===== config.mk =====
export PLATFORM = sky130hd
export DESIGN_NAME = ccpcm_top
export DESIGN_NICKNAME = d
export VERILOG_FILES = /design/src/ccpcm_pkg.sv /design/src/ccpcm_match.sv /design/src/ccpcm_latch.sv /design/src/ccpcm_top.sv
export SDC_FILE = /design/constraint.sdc
export NUM_CORES = 1
export LEC_CHECK = 0
export BUFFER_PORTS_ARGS = -buffer_cell sky130_fd_sc_hd__buf_2
export CORE_ASPECT_RATIO = 1.75
export CORE_MARGIN = 5
export CORE_UTILIZATION = 32
export CTS_CLUSTER_DIAMETER = 120
export CTS_CLUSTER_SIZE = 8
export DETAILED_ROUTE_END_ITERATION = 8
export PLACE_DENSITY_LB_ADDON = 0.08
export SYNTH_ARGS = -nofsm -noshare
export SYNTH_HDL_FRONTEND = slang
export SYNTH_SLANG_ARGS = --single-unit

===== constraint.sdc =====
create_clock -name mclk -period 2.1 [get_ports mclk]
set_input_delay 0 -clock mclk [delete_from_list [all_inputs] [get_ports mclk]]
set_output_delay 0 -clock mclk [all_outputs]
set_load 0.02 [all_outputs]

===== src/ccpcm_pkg.sv =====
// Constants, register map and carrier types of the compare channel.
// Assumes an 8-bit register port with a 3-bit word address.
package ccpcm_pkg;

    // Register word addresses
    localparam logic [2:0] REG_CONTROL = 3'h0;
    localparam logic [2:0] REG_CMP_LO = 3'h1;
    localparam logic [2:0] REG_CMP_HI = 3'h2;
    localparam logic [2:0] REG_STATUS = 3'h3;
    localparam logic [2:0] REG_INT_CLEAR = 3'h4;
    localparam logic [2:0] REG_INT_ENABLE = 3'h5;
    localparam logic [2:0] REG_TIMER_LO = 3'h6;
    localparam logic [2:0] REG_TIMER_HI = 3'h7;

    // Values after reset
    localparam logic [7:0] CONTROL_RST = 8'h00;
    localparam logic [15:0] CMP_RST = 16'h0000;
    localparam logic [2:0] STATUS_RST = 3'h0;
    localparam logic [2:0] ENABLE_RST = 3'h0;
    localparam logic [7:0] RDATA_RST = 8'h00;

    // Field positions in the control register
    localparam int MODE_LSB = 0;
    localparam int MODE_MSB = 3;

    // Field positions in status, clear and enable registers
    localparam int ST_MATCH = 0;
    localparam int ST_TMR_OVF = 1;
    localparam int ST_SEV = 2;
    localparam int ST_LATCH = 4;
    localparam int ST_PENDING = 5;

    // Mode select codes
    localparam logic [3:0] MODE_OFF = 4'h0;
    localparam logic [3:0] MODE_TOGGLE = 4'h2;
    localparam logic [3:0] MODE_SET = 4'h8;
    localparam logic [3:0] MODE_CLEAR = 4'h9;
    localparam logic [3:0] MODE_SOFT_INT = 4'hA;
    localparam logic [3:0] MODE_SPECIAL = 4'hB;

    // This instance is the channel that may start a conversion
    localparam logic HAS_ADC_TRIGGER = 1'b1;

    // Pending timer reset after a special event match
    typedef enum logic [0:0] {
        SEV_IDLE = 1'b0,
        SEV_PENDING = 1'b1
    } ccpcm_sev_state_t;

    // One register port request
    typedef struct packed {
        logic [2:0] addr;
        logic [7:0] wdata;
        logic wr;
        logic rd;
    } ccpcm_bus_req_t;

    // One output pin: level and enable
    typedef struct packed {
        logic out;
        logic oe;
    } ccpcm_pin_t;

    // Modes in which the channel owns its pin
    function automatic logic ccpcm_mode_drives_pin(input logic [3:0] mode);
        return (mode == MODE_TOGGLE) || (mode == MODE_SET) || (mode == MODE_CLEAR);
    endfunction

endpackage


===== src/ccpcm_match.sv =====
// Equality detector between compare value and timer count.
// Assumes both inputs are synchronous to mclk.
`timescale 1ns/1ps
module ccpcm_match (
    input wire logic mclk,
    input wire logic srst,
    input wire logic [15:0] timer_count,
    input wire logic [15:0] compare_value,
    input wire logic sleep_mode,
    output logic match_pulse
);

    logic equal_now;
    logic equal_q;
    logic equal_d;

    // Full 16-bit compare each cycle
    assign equal_now = (timer_count == compare_value);

    // A slow timer rests on the value many cycles; act once per arrival
    assign match_pulse = equal_now && !equal_q && !sleep_mode; // see

    always_comb begin
        equal_d = equal_q;
        if (!sleep_mode) begin
            equal_d = equal_now; // Frozen while the clock would be stopped
        end
    end

    always_ff @(posedge mclk) begin
        if (srst) begin
            equal_q <= 1'b0;
        end else begin
            equal_q <= equal_d;
        end
    end

endmodule // ccpcm_match


===== src/ccpcm_latch.sv =====
// Compare output latch and pin routing.
// Assumes mode and control writes come from the register file of the top.
`timescale 1ns/1ps
module ccpcm_latch (
    input wire logic mclk,
    input wire logic srst,
    input wire logic [3:0] mode,
    input wire logic ctrl_wr,
    input wire logic [3:0] ctrl_new_mode,
    input wire logic match_pulse,
    input wire logic route_select,
    output logic latch_level,
    output ccpcm_pkg::ccpcm_pin_t pin_primary,
    output ccpcm_pkg::ccpcm_pin_t pin_alternate
);

    logic latch_q;
    logic latch_d;
    ccpcm_pkg::ccpcm_pin_t pri_q;
    ccpcm_pkg::ccpcm_pin_t pri_d;
    ccpcm_pkg::ccpcm_pin_t alt_q;
    ccpcm_pkg::ccpcm_pin_t alt_d;
    logic drive;

    // Latch update; a control write wins over a match in the same cycle
    always_comb begin
        latch_d = latch_q;
        if (ctrl_wr) begin
            case (ctrl_new_mode)
                ccpcm_pkg::MODE_OFF: latch_d = 1'b0;
                ccpcm_pkg::MODE_SET: latch_d = 1'b0;
                ccpcm_pkg::MODE_CLEAR: latch_d = 1'b1;
                default: latch_d = latch_q;
            endcase
        end else if (match_pulse) begin
            case (mode)
                ccpcm_pkg::MODE_TOGGLE: latch_d = !latch_q;
                ccpcm_pkg::MODE_SET: latch_d = 1'b1;
                ccpcm_pkg::MODE_CLEAR: latch_d = 1'b0;
                default: latch_d = latch_q;
            endcase
        end
    end

    // Pin routing; event-only modes release the pin entirely
    always_comb begin
        drive = ccpcm_pkg::ccpcm_mode_drives_pin(mode); // see see
        pri_d.out = latch_q && !route_select;
        pri_d.oe = drive && !route_select;
        alt_d.out = latch_q && route_select;
        alt_d.oe = drive && route_select;
    end

    always_ff @(posedge mclk) begin
        if (srst) begin
            latch_q <= 1'b0;
            pri_q <= '0;
            alt_q <= '0;
        end else begin
            latch_q <= latch_d;
            pri_q <= pri_d;
            alt_q <= alt_d;
        end
    end

    assign latch_level = latch_q;
    assign pin_primary = pri_q;
    assign pin_alternate = alt_q;

endmodule // ccpcm_latch


===== src/ccpcm_top.sv =====
// Compare channel: register file, match handling, special event trigger,
// interrupt status and converter start.
// How it works
// Compare value and timer count are compared every cycle; equality sets the match flag in every mode except off.
// Mode select field picks toggle, set, clear or event-only action on a match.
// A special event trigger clears the associated timer count to zero.
// That clear never sets the timer overflow flag; only real overflows do.
// Channel five's special event also starts a conversion, only while converter is on.
// Software makes the pin an output through its direction bit first; here the pin enable follows the mode alone, with no direction bit.
// Route select bit chooses which of two pins carries the output.
// Writing zero to the control register forces the output latch low.
// Timer must run in timer or synchronized counter mode during compare.
// Timer is clocked from instruction clock or external source, not system clock.
// Mode 1010 raises only the event and leaves the pin undriven.
// Mode 1011 sets the match flag right on the match.
// Timer clear waits for the next timer clock edge after the match.
// Special event mode never drives the channel pin.
// Rewriting the compare value before the pending clear cancels it.
// Special event mode makes the compare value a programmable timer period.
// No matches are detected or acted on while asleep.
// Match flag stays set until software clears it.
// Assumes an external 16-bit timer that gives its count, a one-cycle pulse per
// timer clock rising edge and a one-cycle pulse per genuine overflow.
`timescale 1ns/1ps
module ccpcm_top (
    input wire logic mclk,
    input wire logic srst,
    input wire ccpcm_pkg::ccpcm_bus_req_t bus_req,
    output logic [7:0] rdata,
    input wire logic [15:0] timer_count,
    input wire logic timer_tick,
    input wire logic timer_overflow,
    output logic timer_clear,
    input wire logic converter_on_bit,
    output logic conversion_go,
    input wire logic output_pin_route_select,
    input wire logic sleep_mode,
    output ccpcm_pkg::ccpcm_pin_t pin_primary,
    output ccpcm_pkg::ccpcm_pin_t pin_alternate,
    output logic irq
);

    // Register state
    logic [7:0] control_q;
    logic [7:0] control_d;
    logic [15:0] cmp_q;
    logic [15:0] cmp_d;
    logic [2:0] status_q;
    logic [2:0] status_d;
    logic [2:0] enable_q;
    logic [2:0] enable_d;
    logic [7:0] rdata_q;
    logic [7:0] rdata_d;

    // Trigger state
    ccpcm_pkg::ccpcm_sev_state_t sev_q;
    ccpcm_pkg::ccpcm_sev_state_t sev_d;
    logic go_q;
    logic go_d;

    // Decoded strobes
    logic wr_control;
    logic wr_cmp;
    logic wr_clear;
    logic [3:0] mode;
    logic match_pulse;
    logic latch_level;
    logic special_match;
    logic clear_now;
    logic [2:0] events;

    assign mode = control_q[ccpcm_pkg::MODE_MSB:ccpcm_pkg::MODE_LSB];
    assign wr_control = bus_req.wr && (bus_req.addr == ccpcm_pkg::REG_CONTROL);
    assign wr_cmp = bus_req.wr && ((bus_req.addr == ccpcm_pkg::REG_CMP_LO) ||
        (bus_req.addr == ccpcm_pkg::REG_CMP_HI));
    assign wr_clear = bus_req.wr && (bus_req.addr == ccpcm_pkg::REG_INT_CLEAR);

    // Equality detection
    ccpcm_match u_match (
        .mclk(mclk),
        .srst(srst),
        .timer_count(timer_count),
        .compare_value(cmp_q),
        .sleep_mode(sleep_mode),
        .match_pulse(match_pulse)
    );

    // Output latch and pin drive
    ccpcm_latch u_latch (
        .mclk(mclk),
        .srst(srst),
        .mode(mode),
        .ctrl_wr(wr_control),
        .ctrl_new_mode(bus_req.wdata[ccpcm_pkg::MODE_MSB:ccpcm_pkg::MODE_LSB]),
        .match_pulse(match_pulse),
        .route_select(output_pin_route_select),
        .latch_level(latch_level),
        .pin_primary(pin_primary),
        .pin_alternate(pin_alternate)
    );

    // A match counts as a special event only in special event mode
    assign special_match = match_pulse && (mode == ccpcm_pkg::MODE_SPECIAL);

    // Control and compare value registers
    always_comb begin
        control_d = control_q;
        cmp_d = cmp_q;
        enable_d = enable_q;
        if (wr_control) begin
            control_d = bus_req.wdata; // Upper bits kept for other channel modes
        end
        if (bus_req.wr && (bus_req.addr == ccpcm_pkg::REG_CMP_LO)) begin
            cmp_d[7:0] = bus_req.wdata;
        end
        if (bus_req.wr && (bus_req.addr == ccpcm_pkg::REG_CMP_HI)) begin
            cmp_d[15:8] = bus_req.wdata;
        end
        if (bus_req.wr && (bus_req.addr == ccpcm_pkg::REG_INT_ENABLE)) begin
            enable_d = bus_req.wdata[2:0];
        end
    end

    always_ff @(posedge mclk) begin
        if (srst) begin
            control_q <= ccpcm_pkg::CONTROL_RST;
            cmp_q <= ccpcm_pkg::CMP_RST;
            enable_q <= ccpcm_pkg::ENABLE_RST;
        end else begin
            control_q <= control_d;
            cmp_q <= cmp_d;
            enable_q <= enable_d;
        end
    end

    // Pending reset waits for a timer edge strictly after the match
    always_comb begin
        sev_d = sev_q;
        clear_now = 1'b0;
        case (sev_q)
            ccpcm_pkg::SEV_IDLE: begin
                if (special_match) begin
                    sev_d = ccpcm_pkg::SEV_PENDING;
                end
            end
            ccpcm_pkg::SEV_PENDING: begin
                if (wr_cmp || (mode != ccpcm_pkg::MODE_SPECIAL)) begin
                    sev_d = ccpcm_pkg::SEV_IDLE;
                end else if (timer_tick) begin
                    clear_now = 1'b1; // see see
                    sev_d = ccpcm_pkg::SEV_IDLE;
                end
            end
            default: sev_d = ccpcm_pkg::SEV_IDLE;
        endcase
    end

    always_ff @(posedge mclk) begin
        if (srst) begin
            sev_q <= ccpcm_pkg::SEV_IDLE;
        end else begin
            sev_q <= sev_d;
        end
    end

    // Combinational so the timer applies the clear on this very tick
    assign timer_clear = clear_now;

    // Converter start, only when the converter is switched on
    always_comb begin
        go_d = special_match && ccpcm_pkg::HAS_ADC_TRIGGER && converter_on_bit;
    end

    always_ff @(posedge mclk) begin
        if (srst) begin
            go_q <= 1'b0;
        end else begin
            go_q <= go_d;
        end
    end

    assign conversion_go = go_q;

    // Sticky events; a set in the clearing cycle survives
    always_comb begin
        events = 3'h0;
        events[ccpcm_pkg::ST_MATCH] = match_pulse && (mode != ccpcm_pkg::MODE_OFF);
        events[ccpcm_pkg::ST_TMR_OVF] = timer_overflow;
        events[ccpcm_pkg::ST_SEV] = special_match;
        status_d = status_q;
        if (wr_clear) begin
            status_d = status_q & ~bus_req.wdata[2:0];
        end
        status_d = status_d | events;
    end

    always_ff @(posedge mclk) begin
        if (srst) begin
            status_q <= ccpcm_pkg::STATUS_RST;
        end else begin
            status_q <= status_d;
        end
    end

    // Level interrupt while any enabled flag is set
    assign irq = |(status_q & enable_q);

    // Read data stand the cycle after the strobe only
    always_comb begin
        rdata_d = ccpcm_pkg::RDATA_RST;
        if (bus_req.rd) begin
            case (bus_req.addr)
                ccpcm_pkg::REG_CONTROL: rdata_d = control_q;
                ccpcm_pkg::REG_CMP_LO: rdata_d = cmp_q[7:0];
                ccpcm_pkg::REG_CMP_HI: rdata_d = cmp_q[15:8];
                ccpcm_pkg::REG_STATUS: begin
                    rdata_d[2:0] = status_q;
                    rdata_d[ccpcm_pkg::ST_LATCH] = latch_level;
                    rdata_d[ccpcm_pkg::ST_PENDING] = (sev_q == ccpcm_pkg::SEV_PENDING);
                end
                ccpcm_pkg::REG_INT_ENABLE: rdata_d[2:0] = enable_q;
                ccpcm_pkg::REG_TIMER_LO: rdata_d = timer_count[7:0];
                ccpcm_pkg::REG_TIMER_HI: rdata_d = timer_count[15:8];
                default: rdata_d = ccpcm_pkg::RDATA_RST; // Clear register reads zero
            endcase
        end
    end

    always_ff @(posedge mclk) begin
        if (srst) begin
            rdata_q <= ccpcm_pkg::RDATA_RST;
        end else begin
            rdata_q <= rdata_d;
        end
    end

    assign rdata = rdata_q;

endmodule // ccpcm_top


==> impl_metrics.json <==
{
  "grt_pass1_vias": 2214,
  "drt_wl_total_um": 7480,
  "setup_viol": 0,
  "clkTransAtPathRegs_ps": 60,
  "hold-path-cell-count": 3,
  "yosysWarnings": 0,
  "drv_cap": 0,
  "hold_path_startpoint": "bus_req[5]",
  "grt_pass1_wl_um": 11700,
  "critical_path.cell_chain": "or3b_1 > a2111oi_1 > and4_1 > a21oi_1 > mux2_4",
  "reg2reg_from": "control_q[1]$_SDFFE_PP0P_",
  "fmax_mhz": 537,
  "stdcell_count": 421,
  "arrival_ps": 2040,
  "final_area_mm2": 0.00293,
  "synth_area_mm2": 0.00231,
  "hold-path-endpoint": "cmp_q[11]$_SDFFE_PP0P_",
  "ctsRootBufferMaster": "clkbuf_16",
  "cp-start-kind": "flip-flop",
  "synthTopCellsByArea": "dfxtp_1 40%, nand2_1 9.6%, a21oi_1 7.2%",
  "clock_sinks": 46,
  "fill_cells": 756,
  "io-pin-count": 51,
  "groute.usage.overall_pct": 17.5,
  "synth.avg_cell_area_um2": 8.58,
  "dp_slack_ps": 250,
  "nets": 370,
  "die_w_um": 74.2,
  "whs_ps": 11.3,
  "die_height_um": 122,
  "ys_seq_area_share_pct": 39.9,
  "detail_route.first_pass.iterations": 4,
  "grt_max_degree": 27,
  "synth_edf_count": 0,
  "synth.cells.most_frequent": "59 x nand2_1, 46 x dfxtp_1, 33 x a21oi_1, 15 x nor2_1",
  "yosysUniqueCellTypes": 50,
  "fin_skew_ps": 5.77,
  "wl_per_cell_um": 17.8,
  "regArea_um2": 921,
  "finalWeightedCongestion": 0.874,
  "drive_above_1_share_pct": 25.4,
  "grt_antenna_before_repair": 0,
  "htree_levels": 2,
  "run_status": "completed",
  "cts_tree": "done",
  "synth_top_area_share_pct": 39.9,
  "critPathSlowestCell": "dfxtp_1",
  "cp_top_family": "simple AND/OR/NAND/NOR gates",
  "dpl_cell_area_mm2": 0.00269,
  "cts_setup_buffers": 0,
  "placed_cells": 404,
  "dieArea_mm2": 0.00907,
  "port_buffers": 50,
  "cellLeakagePower_nw": 1.19,
  "areaGrowthSynthToFinish_pct": 26.8,
  "drc": 0,
  "netlist_instances": 269,
  "yosysMostFrequentCell": "nand2_1",
  "reg2reg_setup_slack_ps": 240,
  "p_total_mw": 1.95,
  "worst_pin_slew_ps": 528,
  "hold_viol": 0,
  "rsz0062_at_grt": "no",
  "post-route-period-util_pct": 88.6,
  "start_util_pct": 32.4,
  "endpoint_kind": "flip-flop",
  "ys.flop_type": "dfxtp_1",
  "slowest_delay_ps": 420,
  "rr_endpoint": "u_latch.latch_level$_SDFFE_PP0P_",
  "place.detailed.hpwl_um": 5760,
  "slew_viol_final": 0,
  "postRouteAntennaNets": 0,
  "drt_iter0_drc": 108,
  "rows": 41,
  "via_per_inst": 5.11,
  "grt.overflow.total": 0,
  "rr_worst_depth": 5,
  "slew_headroom_pct": 64.5,
  "finalCriticalPeriod_ps": 1860,
  "synthArstFlopShare_pct": 0,
  "utilization_pct": 41.0,
  "clkLatencyLatePin_ps": 290,
  "cts_buffer_depth": 2,
  "ir_drop_mv": 0.426,
  "antennaDiodeCount": 0,
  "tns_ps": 0,
  "crit_type": "reg -> reg",
  "min_path_type": "in -> reg",
  "ctsResizeCount": 0,
  "worstPathMaxFanout": 7,
  "synth_largest_area_cell": "dfxtp_1",
  "fin_ws_ps": 239,
  "cts_buffers": 5,
  "path_buf_inv": 0,
  "num_vias": 2152,
  "p_per_area_mw_per_mm2": 667,
  "multi_input_area_mm2": 0.00130,
  "crit_required_ps": 2280,
  "ys_ff_latch": 46,
  "synthesis.nets": 305,
  "core_area_mm2": 0.00713
}
-- sequential cells by signal (all words and copies together) (netlist names) --
name,flops
control_q,8
u_latch.pin_alternate,2
rdata,8
u_latch.pin_primary,2
sev_q,1
cmp_q,16
status_q,3
u_match.equal_q,1
u_latch.latch_level,1
conversion_go,1
enable_q,3
-- timing repair --
item | CTS | global route
hold buffers | 9 | 0
endpoints found under the hold margin | 19 | 0
setup endpoints to repair | 0 | 0
-- layout by cell type, fill, tap and decap left out, drive strengths merged, types with 2 or more instances in the layout --
cell type	n
a2111oi	3
a211oi	2
a21oi	33
a221oi	4
a22oi	7
and2	7
and3	2
buf	62
clkbuf	7
dfxtp	46
dlygate4sd3	9
inv	5
mux2	10
mux2i	5
mux4	3
nand2	59
nand2b	3
nand3	2
nand3b	2
nand4	2
nor2	15
nor2b	6
nor4	3
nor4b	2
o21ai	5
or3	2
xnor2	7
xor2	6
-- power breakdown --
group | internal, mW | switching (mW) | total, mW
Sequential | 0.890 | 0.0131 | 0.903
Clock | 0.472 | 0.330 | 0.802
Combinational | 0.111 | 0.137 | 0.249
-- worst reg2reg max path: cells and delay by family (launching register included) --
kind            cells  cell delay (ps)
simple gates        2              610
flops               1              420
compound gates      2              410
mux                 1              320
-- cells by family after synthesis --
family                    count (synthesis)  share of synthesized area (%)
xor gates and xnor gates                 13                           4.93
DFF                                      46                           39.9
and+or+nand+nor                         114                           25.2
muxes                                    18                           10.1
AOI/OAI and AO/OA                        60                           16.2
buffers and inverters                    18                           3.69
-- final cells by class --
class                           instances  area share, %
Clock buffer                            7           4.87
Multi-Input combinational cell        205           44.5
Sequential cell                        46           31.5
Timing Repair Buffer                   71           14.7
Inverter                                5          0.641
Tap cell                               86           3.68
Clock inverter                          1          0.171
-- worst max path at each step --
stage | start | to | slack, ps | depth (start not counted)
after floorplan | control_q[1]$_SDFFE_PP0P_ | u_latch.latch_level$_SDFFE_PP0P_ | 350 | 5
after global placement | control_q[1]$_SDFFE_PP0P_ | u_latch.latch_level$_SDFFE_PP0P_ | 300 | 5
after detailed placement | control_q[1]$_SDFFE_PP0P_ | u_latch.latch_level$_SDFFE_PP0P_ | 250 | 5
after CTS | control_q[1]$_SDFFE_PP0P_ | u_latch.latch_level$_SDFFE_PP0P_ | 240 | 5
after global routing | control_q[1]$_SDFFE_PP0P_ | u_latch.latch_level$_SDFFE_PP0P_ | 80 | 5
final | control_q[1]$_SDFFE_PP0P_ | u_latch.latch_level$_SDFFE_PP0P_ | 240 | 5
-- layer usage --
metal	global-route usage, %	wire length [um]	vias up
li1	-	-	1078
met1	20.3	3010	1002
met2	30.2	3850	64
met3	4.26	442	8
met4	7.03	165	0
met5	0	0	-
No activity file was read; power rests on OpenSTA's default activity.
